[src/rtl/pus_pkg.sv]
// Shared constants and types of the power-up sequencer.
// Assumes a 250 MHz sys_clk and a 32-bit APB master.
package pus_pkg;
  localparam int N_REG = 6;
  localparam int N_MEM = N_REG + 2;
  localparam int PG_IDX = N_REG;
  localparam int RST_IDX = N_REG + 1;
  localparam int TW = 18;

  localparam int CLK_MHZ = 250;
  localparam int FUSE_US = 600;
  localparam int STEST_US = 700;
  localparam int DBNC_US = 1000;
  localparam int TB0_US = 30;
  localparam int TB1_US = 120;
  localparam int TB2_US = 250;
  localparam int TB3_US = 500;
  localparam int FUSE_CYC = FUSE_US * CLK_MHZ;
  localparam int STEST_CYC = STEST_US * CLK_MHZ;
  localparam int DBNC_CYC = DBNC_US * CLK_MHZ;
  localparam int TB0_CYC = TB0_US * CLK_MHZ;
  localparam int TB1_CYC = TB1_US * CLK_MHZ;
  localparam int TB2_CYC = TB2_US * CLK_MHZ;
  localparam int TB3_CYC = TB3_US * CLK_MHZ;

  localparam logic [11:0] OFF_CTRL = 12'h000;
  localparam logic [11:0] OFF_TBASE = 12'h004;
  localparam logic [11:0] OFF_MASK = 12'h008;
  localparam logic [11:0] OFF_STAT = 12'h00C;
  localparam logic [11:0] OFF_SLOT = 12'h020;
  localparam int CTRL_LPM = 0;
  localparam int CTRL_STBY = 1;
  localparam int STAT_DONE = 0;
  localparam int STAT_FUSE = 1;
  localparam int STAT_STEST = 2;
  localparam int STAT_SEQ = 3;
  localparam int STAT_RUN = 4;
  localparam int STAT_STBY = 5;
  localparam int STAT_OFF = 6;
  localparam logic [1:0] RST_TBASE = 2'h0;
  localparam logic [7:0] RST_SLOT = 8'h00;

  typedef enum {ST_UNPWR, ST_FUSE, ST_LPOFF, ST_OFF, ST_STEST, ST_SEQ, ST_RUN, ST_STBY}
    pus_state_t;

  typedef struct packed {
    logic vinUv;
    logic ovHigh;
    logic thermSd;
    logic trimFault;
    logic fuseFault;
    logic stestFault;
  } pus_mon_t;

  typedef struct packed {
    logic pinMode;
    logic ovloEn;
    logic ovloSdwn;
    logic [1:0] tbase;
    logic [N_MEM-1:0][7:0] slot;
  } pus_fuse_t;
endpackage

[src/rtl/pus_power_up_sequencer.sv]
// Power-up sequencer: supply qualification, off modes, slot sequencer,
// standby/run handling and its APB register file.
// Assumes monitors and the on/off pin are asynchronous; fuse data is static.
`timescale 1ns/1ps
module pus_power_up_sequencer #(
  parameter int unsigned FUSE_CYC = pus_pkg::FUSE_CYC,
  parameter int unsigned STEST_CYC = pus_pkg::STEST_CYC,
  parameter int unsigned DBNC_CYC = pus_pkg::DBNC_CYC,
  parameter int unsigned TB0_CYC = pus_pkg::TB0_CYC,
  parameter int unsigned TB1_CYC = pus_pkg::TB1_CYC,
  parameter int unsigned TB2_CYC = pus_pkg::TB2_CYC,
  parameter int unsigned TB3_CYC = pus_pkg::TB3_CYC
)(
  input wire logic sys_clk, // System clock
  input wire logic rst, // Synchronous reset
  input wire logic psel, // APB select
  input wire logic penable, // APB enable
  input wire logic pwrite, // APB write
  input wire logic [11:0] paddr, // APB byte address
  input wire logic [31:0] pwdata, // APB write data
  output logic [31:0] prdata, // APB read data
  output logic pready, // APB ready
  output logic pslverr, // APB error
  input wire logic onOffPin, // On/off pin
  input wire pus_pkg::pus_mon_t monAsync, // Analogue monitors
  input wire pus_pkg::pus_fuse_t fuseIn, // Fuse array contents
  output logic [pus_pkg::N_REG-1:0] regEn, // Regulator enables
  output logic pgoodOut, // Power-good pin as GPO
  output logic hostResetN, // Host reset, low = held
  output logic fuseDone, // Mirror loaded
  output logic stestDone // Self-test passed
);
  localparam int TW = pus_pkg::TW;
  localparam int NR = pus_pkg::N_REG;
  localparam int NM = pus_pkg::N_MEM;
  localparam int PG = pus_pkg::PG_IDX;
  localparam int RI = pus_pkg::RST_IDX;
  localparam logic [TW-1:0] T_FUSE = TW'(FUSE_CYC - 1);
  localparam logic [TW-1:0] T_STEST = TW'(STEST_CYC - 1);
  localparam logic [TW-1:0] T_DBNC = TW'(DBNC_CYC - 1);

  function automatic logic [7:0] maxCode(input logic [NM-1:0][7:0] s, input int n);
    logic [7:0] m;
    m = 8'h00;
    for (int i = 0; i < n; i++)
      if (s[i] > m)
        m = s[i];
    return m;
  endfunction

  function automatic logic slotHit(input logic [7:0] code, input logic [7:0] cnt);
    return (code != 8'h00) && (code - 8'h01 == cnt);
  endfunction

  pus_pkg::pus_state_t state;
  pus_pkg::pus_state_t prevState;
  pus_pkg::pus_state_t offDest;
  pus_pkg::pus_mon_t monMeta;
  pus_pkg::pus_mon_t mon;
  pus_pkg::pus_fuse_t mirror;
  logic [1:0] pinSync;
  logic pinPrev;
  logic pinLvl;
  logic [TW-1:0] tmr;
  logic [TW-1:0] dbncCnt;
  logic [TW-1:0] tbCyc;
  logic [TW-1:0] age;
  logic [TW-1:0] curAge;
  logic [7:0] slotCnt;
  logic [7:0] lastCode;
  logic [7:0] endCode;
  logic [NM-1:0][7:0] slot;
  logic [1:0] tbase;
  logic [NR-1:0] stbyMask;
  logic [NR-1:0] runSet;
  logic [NR-1:0] zeroReg;
  logic lpmOff, stbyReq, doneFlag, dbncArm, dbncDone, puOk, offReq, puEvent, seqGo, slaveGo;
  logic tick, regDoneEv, seqEndEv, needSeq, wakeDirect, setDone, offState, sysOn;
  logic apbAcc, apbWr, mapped, aCtrl, aTbase, aMask, aStat, inSlot;
  logic [11:0] slotOfs;
  logic [9:0] slotIdx;
  logic [31:0] rdVal;

  // Pin and monitors are asynchronous to sys_clk
  always_ff @(posedge sys_clk)
  begin
    if (rst)
    begin
      pinSync <= 2'h0;
      pinPrev <= 1'b0;
      monMeta <= '0;
      mon <= '0;
    end
    else
    begin
      pinSync <= {pinSync[0], onOffPin};
      pinPrev <= pinSync[1];
      monMeta <= monAsync;
      mon <= monMeta;
    end
  end

  assign pinLvl = pinSync[1];
  assign offState = (state == pus_pkg::ST_LPOFF) || (state == pus_pkg::ST_OFF);
  assign sysOn = state inside {pus_pkg::ST_SEQ, pus_pkg::ST_RUN, pus_pkg::ST_STBY};
  assign offDest = lpmOff ? pus_pkg::ST_OFF : pus_pkg::ST_LPOFF;

  assign puOk = mon.vinUv && !mon.thermSd && !(mon.ovHigh && mirror.ovloEn && mirror.ovloSdwn)
    && !mon.trimFault && !mon.fuseFault && !mon.stestFault;
  // Level mode powers down on pin low; edge-mode turn-off is not handled here
  assign offReq = !puOk || (!mirror.pinMode && !pinLvl);
  assign dbncDone = dbncArm && !pinLvl && (dbncCnt == T_DBNC);
  assign puEvent = offState && puOk && (mirror.pinMode ? dbncDone : pinLvl);
  assign seqGo = ((state == pus_pkg::ST_OFF) && puEvent)
    || ((state == pus_pkg::ST_STEST) && puOk && (tmr == T_STEST));

  assign lastCode = maxCode(slot, RI);
  assign endCode = maxCode(slot, NM);
  assign slaveGo = seqGo && (lastCode == 8'h00);

  always_comb
  begin
    case (tbase)
      2'h0: tbCyc = TW'(TB0_CYC - 1);
      2'h1: tbCyc = TW'(TB1_CYC - 1);
      2'h2: tbCyc = TW'(TB2_CYC - 1);
      default: tbCyc = TW'(TB3_CYC - 1);
    endcase
  end

  always_comb
  begin
    for (int i = 0; i < NR; i++)
      runSet[i] = slot[i] != 8'h00;
  end

  assign zeroReg = ~runSet;
  assign tick = (state == pus_pkg::ST_SEQ) && !offReq && (tmr == tbCyc);
  assign regDoneEv = tick && (lastCode != 8'h00) && (slotCnt == lastCode - 8'h01);
  assign seqEndEv = tick && (slotCnt == endCode - 8'h01);
  assign needSeq = |(runSet & ~regEn);
  assign wakeDirect = (state == pus_pkg::ST_STBY) && !stbyReq && !offReq && !needSeq;
  assign setDone = regDoneEv || slaveGo || wakeDirect;

  always_ff @(posedge sys_clk)
  begin
    if (rst || pinLvl)
    begin
      dbncArm <= 1'b0;
      dbncCnt <= '0;
    end
    else if (pinPrev)
    begin
      dbncArm <= 1'b1;
      dbncCnt <= '0;
    end
    else if (dbncArm)
    begin
      dbncCnt <= dbncCnt + TW'(1);
      if (dbncDone)
        dbncArm <= 1'b0;
    end
  end

  always_ff @(posedge sys_clk)
  begin
    if (rst || !mon.vinUv)
    begin
      state <= pus_pkg::ST_UNPWR;
      tmr <= '0;
      slotCnt <= 8'h00;
    end
    else
    begin
      tmr <= tmr + TW'(1);
      case (state)
        pus_pkg::ST_UNPWR:
        begin
          state <= pus_pkg::ST_FUSE;
          tmr <= '0;
        end
        pus_pkg::ST_FUSE:
          if (tmr == T_FUSE)
            state <= pus_pkg::ST_LPOFF;
        pus_pkg::ST_LPOFF, pus_pkg::ST_OFF:
        begin
          tmr <= '0;
          slotCnt <= 8'h00;
          if (puEvent && (state == pus_pkg::ST_LPOFF))
            state <= pus_pkg::ST_STEST;
          else if (seqGo)
            state <= slaveGo ? pus_pkg::ST_RUN : pus_pkg::ST_SEQ;
        end
        pus_pkg::ST_STEST:
          if (!puOk)
            state <= offDest;
          else if (seqGo)
          begin
            state <= slaveGo ? pus_pkg::ST_RUN : pus_pkg::ST_SEQ;
            tmr <= '0;
          end
        pus_pkg::ST_SEQ:
          if (offReq)
            state <= offDest;
          else if (tick)
          begin
            tmr <= '0;
            slotCnt <= slotCnt + 8'h01;
            if (seqEndEv)
              state <= pus_pkg::ST_RUN;
          end
        pus_pkg::ST_RUN:
          if (offReq)
            state <= offDest;
          else if (stbyReq)
            state <= pus_pkg::ST_STBY;
        pus_pkg::ST_STBY:
          if (offReq)
            state <= offDest;
          else if (!stbyReq)
          begin
            state <= needSeq ? pus_pkg::ST_SEQ : pus_pkg::ST_RUN;
            tmr <= '0;
            slotCnt <= 8'h00;
          end
        default: state <= pus_pkg::ST_UNPWR;
      endcase
    end
  end

  always_ff @(posedge sys_clk)
  begin
    if (rst)
      mirror <= '0;
    else if ((state == pus_pkg::ST_FUSE) && (tmr == T_FUSE))
      mirror <= fuseIn;
  end

  // Status flags; hardware set wins over software clear
  always_ff @(posedge sys_clk)
  begin
    if (rst || (state == pus_pkg::ST_UNPWR))
    begin
      fuseDone <= 1'b0;
      stestDone <= 1'b0;
      doneFlag <= 1'b0;
    end
    else
    begin
      if ((state == pus_pkg::ST_FUSE) && (tmr == T_FUSE))
        fuseDone <= 1'b1;
      if ((state == pus_pkg::ST_STEST) && seqGo)
        stestDone <= 1'b1;
      if (setDone)
        doneFlag <= 1'b1;
      else if (apbWr && aStat && pwdata[pus_pkg::STAT_DONE])
        doneFlag <= 1'b0;
    end
  end

  assign apbAcc = psel && penable && !pready;
  assign apbWr = psel && penable && pready && pwrite;
  assign aCtrl = paddr == pus_pkg::OFF_CTRL;
  assign aTbase = paddr == pus_pkg::OFF_TBASE;
  assign aMask = paddr == pus_pkg::OFF_MASK;
  assign aStat = paddr == pus_pkg::OFF_STAT;
  assign slotOfs = paddr - pus_pkg::OFF_SLOT;
  assign slotIdx = slotOfs[11:2];
  assign inSlot = (paddr >= pus_pkg::OFF_SLOT) && (slotOfs < 12'(4 * NM))
    && (paddr[1:0] == 2'h0);

  always_ff @(posedge sys_clk)
  begin
    if (rst || (state == pus_pkg::ST_UNPWR))
    begin
      lpmOff <= 1'b0;
      stbyReq <= 1'b0;
      stbyMask <= '0;
    end
    else
    begin
      if (apbWr && aCtrl && (state == pus_pkg::ST_RUN))
        lpmOff <= pwdata[pus_pkg::CTRL_LPM];
      if (apbWr && aCtrl)
        stbyReq <= pwdata[pus_pkg::CTRL_STBY];
      if (apbWr && aMask)
        stbyMask <= pwdata[NR-1:0];
    end
  end

  always_ff @(posedge sys_clk)
  begin
    if (rst)
    begin
      tbase <= pus_pkg::RST_TBASE;
      slot <= {NM{pus_pkg::RST_SLOT}};
    end
    else if (offState)
    begin
      tbase <= mirror.tbase;
      slot <= mirror.slot;
    end
    else if (apbWr && sysOn)
    begin
      if (aTbase)
        tbase <= pwdata[1:0];
      if (inSlot)
        slot[slotIdx] <= pwdata[7:0];
    end
  end

  always_ff @(posedge sys_clk)
  begin
    if (rst || !sysOn)
    begin
      regEn <= '0;
      pgoodOut <= 1'b0;
      hostResetN <= !rst && slaveGo;
    end
    else if ((state == pus_pkg::ST_RUN) && stbyReq && !offReq)
      regEn <= regEn & stbyMask;
    else if (state == pus_pkg::ST_SEQ && !offReq)
    begin
      for (int i = 0; i < NR; i++)
        if (slotHit(slot[i], slotCnt))
          regEn[i] <= 1'b1;
      if (slotHit(slot[PG], slotCnt))
        pgoodOut <= 1'b1;
      if (slotHit(slot[RI], slotCnt) || (regDoneEv && (slot[RI] == 8'h00)))
        hostResetN <= 1'b1;
    end
  end

  always_comb
  begin
    rdVal = 32'h0000_0000;
    mapped = 1'b1;
    if (aCtrl)
    begin
      rdVal[pus_pkg::CTRL_LPM] = lpmOff;
      rdVal[pus_pkg::CTRL_STBY] = stbyReq;
    end
    else if (aTbase)
      rdVal[1:0] = tbase;
    else if (aMask)
      rdVal[NR-1:0] = stbyMask;
    else if (aStat)
    begin
      rdVal[pus_pkg::STAT_DONE] = doneFlag;
      rdVal[pus_pkg::STAT_FUSE] = fuseDone;
      rdVal[pus_pkg::STAT_STEST] = stestDone;
      rdVal[pus_pkg::STAT_SEQ] = state == pus_pkg::ST_SEQ;
      rdVal[pus_pkg::STAT_RUN] = state == pus_pkg::ST_RUN;
      rdVal[pus_pkg::STAT_STBY] = state == pus_pkg::ST_STBY;
      rdVal[pus_pkg::STAT_OFF] = offState;
    end
    else if (inSlot)
      rdVal[7:0] = slot[slotIdx];
    else
      mapped = 1'b0;
  end

  // One wait state keeps decode off the ready path
  always_ff @(posedge sys_clk)
  begin
    if (rst)
    begin
      pready <= 1'b0;
      pslverr <= 1'b0;
      prdata <= 32'h0000_0000;
    end
    else
    begin
      pready <= apbAcc;
      pslverr <= apbAcc && !mapped;
      prdata <= (apbAcc && !pwrite) ? rdVal : 32'h0000_0000;
    end
  end

  // Cycles already spent in the current state; zero in its first cycle
  assign curAge = (state != prevState) ? '0 : age;
  always_ff @(posedge sys_clk)
  begin
    prevState <= state;
    age <= rst ? '0 : curAge + TW'(1);
  end
endmodule

[config.mk]
export PLATFORM = sky130hd
export DESIGN_NAME = pus_power_up_sequencer
export DESIGN_NICKNAME = d
export VERILOG_FILES = /design/src/rtl/pus_pkg.sv /design/src/rtl/pus_power_up_sequencer.sv
export SDC_FILE = /design/constraint.sdc
export NUM_CORES = 1
export LEC_CHECK = 0
export BUFFER_PORTS_ARGS = -buffer_cell sky130_fd_sc_hd__buf_4
export CAP_MARGIN = 20
export CORE_MARGIN = 2
export CORE_UTILIZATION = 65
export CTS_CLUSTER_SIZE = 24
export DETAILED_ROUTE_END_ITERATION = 8
export PLACE_DENSITY = 0.87
export SYNTH_ARGS = -nofsm -noshare
export SYNTH_HDL_FRONTEND = slang
export SYNTH_SLANG_ARGS = --single-unit
[constraint.sdc]
create_clock -name sys_clk -period 30.6 [get_ports sys_clk]
set_input_delay 4.59 -clock sys_clk [delete_from_list [all_inputs] [get_ports sys_clk]]
set_output_delay 4.59 -clock sys_clk [all_outputs]
set_load 0.01 [all_outputs]
## Yosys cells after proc, flatten, opt, wreduce, memory -nomap -nowiden

Cells that the tools add are included.
Widths: inputs -> output; s select.

- Register bits after elaboration: 280
- Latch bits: 0
- Memory bits (writable): 0
- Bits in read-only memories: 0
- Input port bits: 125
- Output and inout port bits: 44
- Logic and storage cells: 343
- Memories kept: 0

- Add/sub/neg operators: 14
- Multiply operators: 0
- Div/mod/pow operators: 0
- Magnitude comparators: 12
- Equal/unequal tests: 43
- Shifts and indexed selects: 0
- Mux-type cells: 75
- Bitwise operators: 6
- Reduce and logical (&&, ||, !) cells: 132

Operators by type and width:

| operator | count |
|---|---|
| $mux 32 | 11 |
| $pmux 32 s7 | 1 |
| $eq 32x3->1 const B | 6 |
| $mux 64 | 3 |
| $eq 32x4->1 const B | 4 |
| $mux 8 | 15 |
| $mux 18 | 6 |
| $eq 32x2->1 const B | 3 |
| $eq 8x8->1 | 10 |
| $sub 8x1->8 const B | 10 |
| $pmux 18 s4 | 1 |
| $reduce_bool 8->1 | 9 |
| $bwmux 64 | 1 |
| $logic_not 32->1 | 2 |
| $gt 8x8->1 | 7 |
| $eq 18x18->1 const B | 3 |
| $logic_and 1x1->1 | 54 |
| $pmux 17 s3 | 1 |
| $add 18x1->18 const B | 2 |
| $eq 32x1->1 const B | 1 |
| $reduce_bool 2->1 | 13 |
| $bmux 8 s3 | 1 |
| $demux 8 s3 | 1 |
| $eq 12x4->1 const B | 2 |
| other kinds (36) | 115 |

## Depth between registers and ports, before layout

Gate-level depths: netlist of run 1.

- Word-level depth: 23
- Gate-level depth with buffers: 86
- Gate-level depth less buffers: 81

## Worst setup path after synthesis of run 1

No wires, ideal clock.

- Path kind: register to register
- Start point: register slot[0] (netlist name)
- End point: register state[1]
- Setup time: 0.064 ns
- Arrival time: 15.249 ns
- Data required time: 30.536 ns
- Setup slack: 15.287 ns
- Cell stages (with the launch flop): 79
- Path buffers: 6
- Period minus slack after synthesis: 15.313 ns
- Path through: dfxtp_1 > inv_1 > ha_1 > nand4_1 > nor3_1 > nor2_1 > ha_1 > and4_1 > nand2_1 > and2_1 > nor2_2 > mux2i_1 > ha_1 > and3_1 > a221o_1 > a211oi_2 > or2_1 > buf_4 > [... 43 more ...] > mux2i_1 > ha_1 > o21ai_0 > nand2b_1 > a21oi_1 > nor2b_1 > a41oi_2 > nand2_2 > buf_6 > mux2_2 > ha_1 > xor2_1 > xnor2_1 > nor3_1 > nand3_1 > o31a_1 > o32a_1 > nor2_1

- Word-level cells in the longest chain between the ends: 21
- Elaborated cells between the ends (all ways): 34
- Those cells by class: add/sub: 1; order compare: 8; eq/ne: 2; mux: 16; bitwise: 1; reduce/logical: 6

RTL lines:

| element | line | RTL |
|---|---|---|
| start, declared | pus_power_up_sequencer.sv:72 | `logic [NM-1:0][7:0] slot;` |
| start signal, assigned | pus_power_up_sequencer.sv:296 | `slot <= {NM{pus_pkg::RST_SLOT}};` |
| start signal, assigned | pus_power_up_sequencer.sv:301 | `slot <= mirror.slot;` |
| start signal, assigned by index | pus_power_up_sequencer.sv:308 | `slot[slotIdx] <= pwdata[7:0];` |
| $gt 8x1->1 | pus_power_up_sequencer.sv:46 | `if (s[i] > m)` |
| $mux 8 | pus_power_up_sequencer.sv:46 |  |
| $gt 8x8->1 | pus_power_up_sequencer.sv:46 |  |
| $mux 8 | pus_power_up_sequencer.sv:46 |  |
| $gt 8x8->1 | pus_power_up_sequencer.sv:46 |  |
| $mux 8 | pus_power_up_sequencer.sv:46 |  |
| $gt 8x8->1 | pus_power_up_sequencer.sv:46 |  |
| $mux 8 | pus_power_up_sequencer.sv:46 |  |
| [... 5 more ...] | n/a |  |
| $mux 8 | pus_power_up_sequencer.sv:46 |  |
| $gt 8x8->1 | pus_power_up_sequencer.sv:46 |  |
| $mux 8 | pus_power_up_sequencer.sv:46 |  |
| $sub 8x1->8 | pus_power_up_sequencer.sv:140 | `assign seqEndEv = tick && (slotCnt == endCode - 8'h01);` |
| $eq 8x8->1 | pus_power_up_sequencer.sv:140 |  |
| $logic_and 1x1->1 | pus_power_up_sequencer.sv:140 |  |
| $ne 3x3->1 (no line) | n/a |  |
| $reduce_and 5->1 (no line) | n/a |  |
| end signal, assigned | pus_power_up_sequencer.sv:169 | `state <= pus_pkg::ST_UNPWR;` |
| end signal, assigned | pus_power_up_sequencer.sv:179 | `state <= pus_pkg::ST_FUSE;` |
| end signal, assigned | pus_power_up_sequencer.sv:184 | `state <= pus_pkg::ST_LPOFF;` |
| end, declared | pus_power_up_sequencer.sv:55 | `pus_pkg::pus_state_t state;` |

Parallel ways exist; a longest one is shown, timed or not. The select of a mux whose other input is x is not followed.
A chain may end at the register's enable or synchronous reset.

## Final worst setup path of run 1

- Start point: register slot[1] (netlist name)
- End point: register state[1]

The elaborated chain is that of the path after synthesis.

==> results of run 1 <==
## cell type report
class / count / area share (%)
Sequential cell: 256 / 29.33
Clock buffer: 35 / 4.203
Clock inverter: 12 / 0.9363
Tap cell: 319 / 2.280
Timing Repair Buffer: 135 / 5.789
Inverter: 64 / 1.372
Multi-Input combinational cell: 1528 / 56.09
## logic make-up after synthesis
kind of cell               count (synthesis)  share of synthesized area [%]
muxes                                    135                          10.12
xor gates and xnor gates                 143                          8.021
and+or+nand+nor                          753                          22.58
adders and majority gates                 66                          5.273
other                                      1                        0.02402
AOI/OAI and AO/OA                        378                          15.51
DFF                                      256                          32.89
buffers and inverters                    201                          5.585
## power breakdown
part           total, uW  switching [uW]  internal [uW]
logic               25.5            14.4           11.1
registers            338            1.16            337
clock network        334             132            202
total                697             148            550
## final timing paths
path	end	slack, ps	cells after the start
worst max-delay path	state[1]	11890	74
worst min-delay path	mon[5]	440	1
worst max register to register	state[1]	11890	74
worst min register to register	mon[5]	440	1
## worst register-to-register path: cells and delay by family, from the launching register on
family	cells	cell delay, ps
xor+xnor	2	310
compound gates	26	7730
mux	4	1850
simple gates	30	5280
flops	1	400
fa+ha+maj	9	2680
buf+inv	3	420
## cells in the final DEF, fill, tap and decap left out, types with 23 or more instances in the layout
master and count:
o21ai_0 59, a211oi_1 68, ha_1 65, nor3_1 53, nand3_1 48, a21oi_1 140
buf_4 135, conb_1 53, xor2_1 70, nor2b_1 24, nand2b_1 25, dfxtp_1 255
nand4_1 23, mux2i_1 105, xnor2_1 73, clkbuf_16 27, nand2_1 243, inv_1 64
nor2_1 215
## registers in the layout, summed over array words and instances, names as in the netlist, 8 cells and up
| register | count |
|---|---|
| slot | 64 |
| dbncCnt | 18 |
| mirror | 69 |
| tmr | 18 |
| slotCnt | 8 |
| prdata | 8 |
| state | 32 |
## per-layer routing
metal	routed length (um)	vias up	part of all wire (%)	GRT usage, %
met1	18460	6806	40	46.44
met4	2107	0	4.6	15.74
met2	20460	789	45	56.35
li1	-	6854	-	-
met3	4564	149	10	6.095
met5	0	-	0	0
## stage by stage
stage	hold slack, ps	power [uW]	setup WS (ps)	utilization [%]	area [sq um]
after floorplan	412.9	358.6	15290	-	15810
after global placement	418.8	369.3	12970	70.54	16610
after detailed placement	433.6	369.9	12600	70.54	16610
after CTS	445.7	697.8	12420	74.36	17510
after global routing	450.7	714.2	10760	74.36	17510
final	443.0	697.4	11890	74.36	17510
==> flow_summary.yaml, run 1 <==
run_status:
  status: "finished, final reports clean"
cts:
  clock_path_buffers: 3
  cts_resized: 0
  cts.sinks: 256
  cts_setup_buffers: 0
  cts.clk_slew.worst_paths_ps: 60
  htreeDepth: 1
  clkLatencyLatePin_ps: 540
  cts_tree: "yes"
  numCtsBuffers: 26
  ctsHoldBuffers: 0
  root_buffer: "clkbuf_16"
sta:
  max_freq_mhz: 53.45
  period_share_pct: 61.14
  tns_ps: 0
  fin_skew_ps: 15.70
  final_max_slew_viol_count: 0
  worst_pin_slew_ps: 1110
  timing.slew.headroom_pct: 25.28
  post-route-min-period_ps: 18710
  setup_violations: 0
  rsz0062_at_grt: "no"
  hold_viol: 0
logic_synthesis:
  ys_warn_count: 0
  yosysTopAreaCell: "dfxtp_1"
  synth_top_area_share_pct: 32.69
  synth.most_common_cell: "dfxtp_1"
  synthFlopType: "dfxtp_1"
  synth_area_sq_um: 15610
  ys_top_cells_by_count: "255 x dfxtp_1, 245 x nand2_1, 215 x nor2_1"
  async_reset_ff_share_pct: 0
  synthDistinctLibCells: 83
  ys_seq_area_share_pct: 32.89
  syn_avg_cell_area_sq_um: 8.077
  synth_edf_count: 1
  netlist_instances: 1933
  ys_top_cells_by_area: "dfxtp_1 33%, mux2i_1 6.7%, nand2_1 5.9%, ha_1 5.2%, nor2_1 5.2%"
  synth_seq_cells: 256
routing:
  drt_iter0_markers: 1574
  antenna_left: 0
  first_pass_iters: 6
  wirelength_um: 45580
  wl_per_cell_um: 19.41
  drc: 0
  avgViaCountPerCell: 6.215
  via_count: 14598
critical_path:
  crit_family: "compound AO/OA/AOI/OAI gates"
  path_class: "reg -> reg"
  crit_buf_inv: 3
  required_ps: 31060
  arrival_ps: 19170
  slowest_delay_ps: 650
  rr_startpoint: "slot[1]"
  slowest_stage: "a22oi_1"
  crit_start: "slot[1]"
  path_max_fanout: 18
  cpMostUsedCell: "ha_1"
  endpoint_kind: "flip-flop"
  critPathLaunchType: "flip-flop"
power:
  vdd_drop_max_uv: 42.46
  total_leakage_power_uw: 0.007171
  p_per_area_nw_per_um2: 39.84
placed_design:
  numPortBuffers: 120
  dp_hpwl_um: 32720
  post-place-cells: 2302
  routabilityCongestion: 1.005
floorplanning:
  io_pins: 169
  dieHeight_um: 159.0
  fp.dieArea_sq_um: 25280
  die_w_um: 159.0
  rows: 56
  fp.coreArea_sq_um: 23540
  start_util_pct: 66.32
cells_and_area:
  stdcell_count: 2349
  n_antenna_cell: 0
  drive_above_1_share_pct: 11.58
  seqCellArea_sq_um: 5135
  multiInputGateArea_sq_um: 9818
  synthToLayoutAreaGrowth_pct: 12.12
  layout.nets: 2201
  nFillCells: 1781
global_route:
  antenna_found_initial: 0
  grt-ovfl-total: 0
  grt_pass1_vias: 13886
  grt_pass1_wl_um: 72330
  track_usage_pct: 35.05
  grt_max_degree: 102
worst_hold_path:
  hold_start: "monMeta[5]"
  min_path_type: "reg -> reg"
job:
  maxCapViolations: 0
No activity file was read; power rests on OpenSTA's default activity.
==> run 2, diff against run 1 <==
--- a/config.mk
+++ b/config.mk
@@ -5,13 +5,14 @@
 export SDC_FILE = /design/constraint.sdc
 export NUM_CORES = 1
 export LEC_CHECK = 0
+export ABC_AREA = 1
 export BUFFER_PORTS_ARGS = -buffer_cell sky130_fd_sc_hd__buf_4
 export CAP_MARGIN = 20
 export CORE_MARGIN = 2
-export CORE_UTILIZATION = 65
+export CORE_UTILIZATION = 54
 export CTS_CLUSTER_SIZE = 24
 export DETAILED_ROUTE_END_ITERATION = 8
-export PLACE_DENSITY = 0.87
+export PLACE_DENSITY = 0.77
 export SYNTH_ARGS = -nofsm -noshare
 export SYNTH_HDL_FRONTEND = slang
 export SYNTH_SLANG_ARGS = --single-unit
==> constraint.sdc (replaced) <==
create_clock -name sys_clk -period 16.2 [get_ports sys_clk]
set_input_delay 2.43 -clock sys_clk [delete_from_list [all_inputs] [get_ports sys_clk]]
set_output_delay 2.43 -clock sys_clk [all_outputs]
set_load 0.01 [all_outputs]
==> flow_summary.yaml, run 2 <==
cts:
  root_buffer: "clkbuf_16"
  htreeDepth: 1
  cts_resized: 0
  numCtsBuffers: 28
  cts.clk_slew.worst_paths_ps: 60
  cts.sinks: 256
  clock_path_buffers: 3
  cts_setup_buffers: 0
  cts_tree: "yes"
  clkLatencyLatePin_ps: 560
  ctsHoldBuffers: 0
sta:
  rsz0062_at_grt: "no"
  setup_violations: 0
  period_share_pct: 79.26
  timing.slew.headroom_pct: 26.78
  hold_viol: 0
  fin_ws_ps: 3361
  tns_ps: 0
  final_max_slew_viol_count: 0
  worst_pin_slew_ps: 1094
  post-route-min-period_ps: 12840
  fin_skew_ps: 16.27
  max_freq_mhz: 77.89
global_route:
  track_usage_pct: 32.90
  grt_pass1_vias: 14681
  grt_util_met2_pct: 51.03
  grt_use_met1_pct: 46.88
  grt.busiest_layer: "met2"
  antenna_found_initial: 0
  grt-ovfl-total: 0
  grt_max_degree: 88
  grt_use_met3_pct: 4.934
  grt_pass1_wl_um: 78870
placed_design:
  dp_slack_ps: 3682
  dp_hpwl_um: 38810
  place_area_sq_um: 16670
  routabilityCongestion: 0.9978
  numPortBuffers: 120
logic_synthesis:
  synthFlopType: "dfxtp_1"
  netlist_instances: 2280
  synth.most_common_cell: "nand2_1"
  synth_top_area_share_pct: 32.85
  synthSimpleGateAreaFrac_pct: 28.85
  yosysTopAreaCell: "dfxtp_1"
  synth_seq_cells: 256
  ys_warn_count: 0
  synth-compound-area-share_pct: 17.10
  async_reset_ff_share_pct: 0
  ys_top_cells_by_area: "dfxtp_1 33%, nand2_1 10%, nor2_1 8.1%, inv_1 5.5%, ha_1 5.3%"
  synth_top_family_by_area: "simple AND/OR/NAND/NOR gates"
  synthMuxAreaShare_pct: 0
  synthDistinctLibCells: 53
  synth_area_sq_um: 15540
  syn_avg_cell_area_sq_um: 6.816
  ys_seq_area_share_pct: 33.04
  ys_top_cells_by_count: "418 x nand2_1, 335 x nor2_1, 255 x dfxtp_1"
  synth_edf_count: 1
  synthAdderAreaFrac_pct: 5.314
  synth-xor-area-share_pct: 6.312
cells_and_area:
  nFillCells: 2758
  reg_top3: "mirror x69, slot x64, state x32"
  synthToLayoutAreaGrowth_pct: 13.14
  fin_area_sq_um: 17580
  final_common_cell: "nand2_1"
  final_cell_mix: "417 x nand2_1, 335 x nor2_1, 255 x dfxtp_1"
  drive_above_1_share_pct: 9.333
  n_antenna_cell: 0
  regMostFlops: "mirror"
  layout.nets: 2574
  largest_reg_flops: 69
  final_core_util_pct: 61.59
routing:
  wl_per_cell_um: 18.24
  drt_iter0_markers: 1453
  first_pass_iters: 6
  wirelength_um: 50770
  antenna_left: 0
  drc: 0
  avgViaCountPerCell: 5.709
  via_count: 15894
power:
  p_per_area_nw_per_um2: 75.52
  total_leakage_power_uw: 0.007588
  power.total_uw: 1328
  vdd_drop_max_uv: 77.27
critical_path:
  arrival_ps: 13290
  endpoint_kind: "flip-flop"
  slowest_delay_ps: 450
  critPathLaunchType: "flip-flop"
  slowest_stage: "o21ai_0"
  path_class: "reg -> reg"
  cpMostUsedCell: "nand2_1"
  path_max_fanout: 17
  required_ps: 16650
floorplanning:
  fp.dieArea_sq_um: 30150
  dieHeight_um: 173.6
  start_util_pct: 54.44
  io_pins: 169
  die_w_um: 173.6
  fp.coreArea_sq_um: 28550
  rows: 62
worst_hold_path:
  min_path_type: "reg -> reg"
run_status:
  status: "finished, final reports clean"
job:
  maxCapViolations: 0
[run 2: cell types whose count changed after synthesis, moves of 24 or more]
cell      before  now
nand2_1      245  418
clkbuf_1      99   68
nor2_1       215  335
mux2i_1      105    0
inv_1         64  229
o22ai_1        8   33
nand2b_1      25    0
nor2b_1       24    0
o21ai_0       59  154
a211oi_1      68   27
xnor2_1       73   46
nand3_1       48   88
a22oi_1        2   50
[run 2: metal layers]
layer	part of all wire (%)	up-vias	wire length, um
met5	0	-	0
met4	3.2	0	1646
met3	8.6	107	4346
met2	43	690	21950
met1	45	7347	22840
li1	-	7750	-
[run 2: area by class of cell]
cell class / instances / area (sq um) / share of cell area [%]
inverters: 246 / 923.4 / 5.252
repair buffers: 130 / 988.4 / 5.622
flip-flops and latches: 256 / 5135 / 29.20
well taps: 384 / 480.5 / 2.733
multi-input cells: 1721 / 9164 / 52.12
clock inverters: 7 / 63.81 / 0.3629
clock buffers: 40 / 828.3 / 4.711
[run 2: worst paths after layout]
| path | start | to | slack [ps] | depth (start not counted) |
|---|---|---|---|---|
| worst max-delay path | slot[1] | state[0] | 3360 | 78 |
| worst min-delay path | monMeta[5] | mon[5] | 400 | 2 |
| worst max register to register | slot[1] | state[0] | 3360 | 78 |
| worst min register to register | monMeta[5] | mon[5] | 400 | 2 |
[run 2: logic make-up (layout without fill, tap and decap cells)]
| family | count (synthesis) | after routing |
|---|---|---|
| xor+xnor | 112 | 112 |
| buf+inv | 355 | 423 |
| simple gates | 1041 | 1041 |
| other cells | 1 | 53 |
| flops | 256 | 256 |
| fa+ha+maj | 66 | 66 |
| compound gates | 449 | 449 |
[run 2: power breakdown]
group          switching, uW  leakage, uW  internal (uW)
sequential              2.14      0.00208            636
combinational           38.1      0.00506           24.4
clock                    260     0.000444            368
[run 2: metrics by stage]
stage | std cells | hold slack [ps]
CTS | 2783 | 403.4
global placement | 2736 | 395.3
global route | 2784 | 421.6
finish | 2784 | 401.6
detailed placement | 2736 | 395.7
floorplan | 2332 | 388.3
[run 2: critical path, delay by kind of cell (launching register included)]
| family | cells | cell delay [ps] |
|---|---|---|
| XOR/XNOR | 1 | 130 |
| AND/OR/NAND/NOR | 53 | 7000 |
| flip-flops | 1 | 380 |
| AO/OA/AOI/OAI | 8 | 1750 |
| adder cells (fa/ha/maj) | 9 | 2720 |
| buffers and inverters | 7 | 730 |
==> run 3, diff against run 2 <==
--- a/config.mk
+++ b/config.mk
@@ -9,10 +9,10 @@
 export BUFFER_PORTS_ARGS = -buffer_cell sky130_fd_sc_hd__buf_4
 export CAP_MARGIN = 20
 export CORE_MARGIN = 2
-export CORE_UTILIZATION = 54
+export CORE_UTILIZATION = 60
 export CTS_CLUSTER_SIZE = 24
 export DETAILED_ROUTE_END_ITERATION = 8
-export PLACE_DENSITY = 0.77
+export PLACE_DENSITY = 0.81
 export SYNTH_ARGS = -nofsm -noshare
 export SYNTH_HDL_FRONTEND = slang
 export SYNTH_SLANG_ARGS = --single-unit
==> constraint.sdc (replaced) <==
create_clock -name sys_clk -period 12.6 [get_ports sys_clk]
set_input_delay 1.89 -clock sys_clk [delete_from_list [all_inputs] [get_ports sys_clk]]
set_output_delay 1.89 -clock sys_clk [all_outputs]
set_load 0.01 [all_outputs]
==> flow_summary.yaml, run 3 (synthesis gave the netlist of run 2 again) <==
run_status:
  status: "finished, final reports clean"
cts:
  root_buffer: "clkbuf_16"
  cts.clk_slew.worst_paths_ps: 70
  cts.sinks: 256
  numCtsBuffers: 27
  ctsHoldBuffers: 0
  clkLatencyLatePin_ps: 560
  htreeDepth: 1
  cts_tree: "yes"
  clock_path_buffers: 3
placed_design:
  dp_hpwl_um: 37880
  numPortBuffers: 120
  routabilityCongestion: 1.064
  post-place-cells: 2680
job:
  maxCapViolations: 0
routing:
  avgViaCountPerCell: 5.840
  drt_iter0_markers: 1911
  wl_per_cell_um: 18.26
  first_pass_iters: 8
  wirelength_um: 50140
  drc: 0
  via_count: 16030
  antenna_left: 0
cells_and_area:
  stdcell_count: 2745
  n_antenna_cell: 0
  final_cell_mix: "416 x nand2_1, 335 x nor2_1, 255 x dfxtp_1"
  regMostFlops: "mirror"
  synthToLayoutAreaGrowth_pct: 13.61
  final_core_util_pct: 69.71
  reg_top3: "mirror x69, slot x64, state x32"
  nFillCells: 2194
  layout.nets: 2588
  largest_reg_flops: 69
  drive_above_1_share_pct: 9.938
  final_common_cell: "nand2_1"
critical_path:
  slowest_stage: "ha_1"
  rr_endpoint: "state[2]"
  rr_startpoint: "slot[0]"
  required_ps: 13060
  path_max_fanout: 17
  slowest_delay_ps: 380
  reg2reg_depth: 81
  critPathLaunchType: "flip-flop"
  path_class: "reg -> reg"
  cp-endpoint: "state[2]"
  arrival_ps: 12180
  endpoint_kind: "flip-flop"
  crit_start: "slot[0]"
  rrSetupSlack_ps: 870
  cpMostUsedCell: "nand2_1"
sta:
  period_share_pct: 93.06
  setup_violations: 0
  post-route-min-period_ps: 11730
  max_freq_mhz: 85.29
  worst_pin_slew_ps: 1178
  hold_viol: 0
  final_max_slew_viol_count: 0
  timing.slew.headroom_pct: 21.16
  fin_skew_ps: 21.08
floorplanning:
  rows: 58
  fp.dieArea_sq_um: 27210
  die_w_um: 164.9
  fp.coreArea_sq_um: 25330
  start_util_pct: 61.36
  io_pins: 169
  dieHeight_um: 164.9
power:
  p_int_uw: 1333
  switching_share_pct: 22.29
  p_per_area_nw_per_um2: 97.14
  vdd_drop_max_uv: 146.0
  p_comb_share_pct: 4.7
  p_switching_uw: 382.3
  p_clk_share_pct: 47.4
  total_leakage_power_uw: 0.007653
  pwr-share-seq_pct: 47.8
global_route:
  antenna_found_initial: 0
  grt_pass1_vias: 14112
  grt-ovfl-total: 0
  track_usage_pct: 36.07
  grt_max_degree: 88
  grt_pass1_wl_um: 75910
worst_hold_path:
  min_path_type: "reg -> reg"
[run 3: changes by cell type in the layout (fill, tap and decap cells not counted), moves of 2 or more]
cell / before / now
buf_4: 129 / 141
bufinv_16: 1 / 3
clkbuf_16: 30 / 27
clkinv_2: 5 / 3
clkinvlp_4: 0 / 2
nand2_2: 18 / 16
nand2_4: 0 / 5
o21ai_0: 154 / 145
o21ai_1: 8 / 17
[run 3: power by group through the flow]
| stage | Sequential [uW] | Clock, uW | Combinational, uW |
|---|---|---|---|
| floorplan | 837 | 0 | 43.8 |
| global placement | 838 | 0 | 77.8 |
| detailed placement | 838 | 0 | 78.7 |
| CTS | 820 | 821 | 79.1 |
| global route | 820 | 854 | 88.4 |
| finish | 820 | 814 | 81.4 |
[run 3: worst min-delay path by stage]
stage | from | end | slack [ps] | cells after the start
after floorplan | monMeta[0] | mon[0] | 390 | 2
after global placement | monMeta[4] | mon[4] | 390 | 2
after detailed placement | monMeta[1] | mon[1] | 400 | 2
after CTS | monMeta[1] | mon[1] | 410 | 2
after global routing | monMeta[5] | mon[5] | 430 | 2
final | monMeta[1] | mon[1] | 400 | 2
[run 3: final cells by class]
class	count	area, sq um	share of cell area (%)
Inverter	246	923.4	5.230
Sequential cell	256	5135	29.08
Clock inverter	10	140.1	0.7937
Multi-Input combinational cell	1723	9198	52.09
Clock buffer	37	763.2	4.323
Tap cell	330	412.9	2.339
Timing Repair Buffer	143	1084	6.137
[run 3: timing repair]
item	4_1_cts	5_1_grt
setup endpoints to repair	0	3
gates resized for setup	0	15
setup buffers	0	14
endpoints found under the hold margin	0	0
[run 3: critical path, delay by kind of cell (launching register included)]
family / cells / cell delay (ps)
and+or+nand+nor: 58 / 6560
adders and majority gates: 9 / 2720
AOI/OAI and AO/OA: 7 / 1190
buffers and inverters: 6 / 620
DFF: 1 / 370
xor gates and xnor gates: 1 / 130
[run 3: routing by layer]
metal / vias to the layer above / share of wire [%] / track usage (%)
met2: 873 / 43 / 55.29
met4: 0 / 3.2 / 11.15
met1: 7265 / 42 / 50.94
met3: 105 / 12 / 7.484
li1: 7787 / - / -
met5: - / 0 / 0
[run 3: metrics by stage]
step	area, sq um	hold slack (ps)	total power (uW)	setup TNS (ps)	worst slack, ps
after floorplan	15740	388.3	881.3	0	2071
after global placement	16580	392.6	915.6	0	725.8
after CTS	17490	406.7	1720	0	418.4
after detailed placement	16580	398.5	917.0	0	436.3
after global routing	17660	426.6	1763	-71.07	-33.09
final	17660	404.6	1715	0	875.0
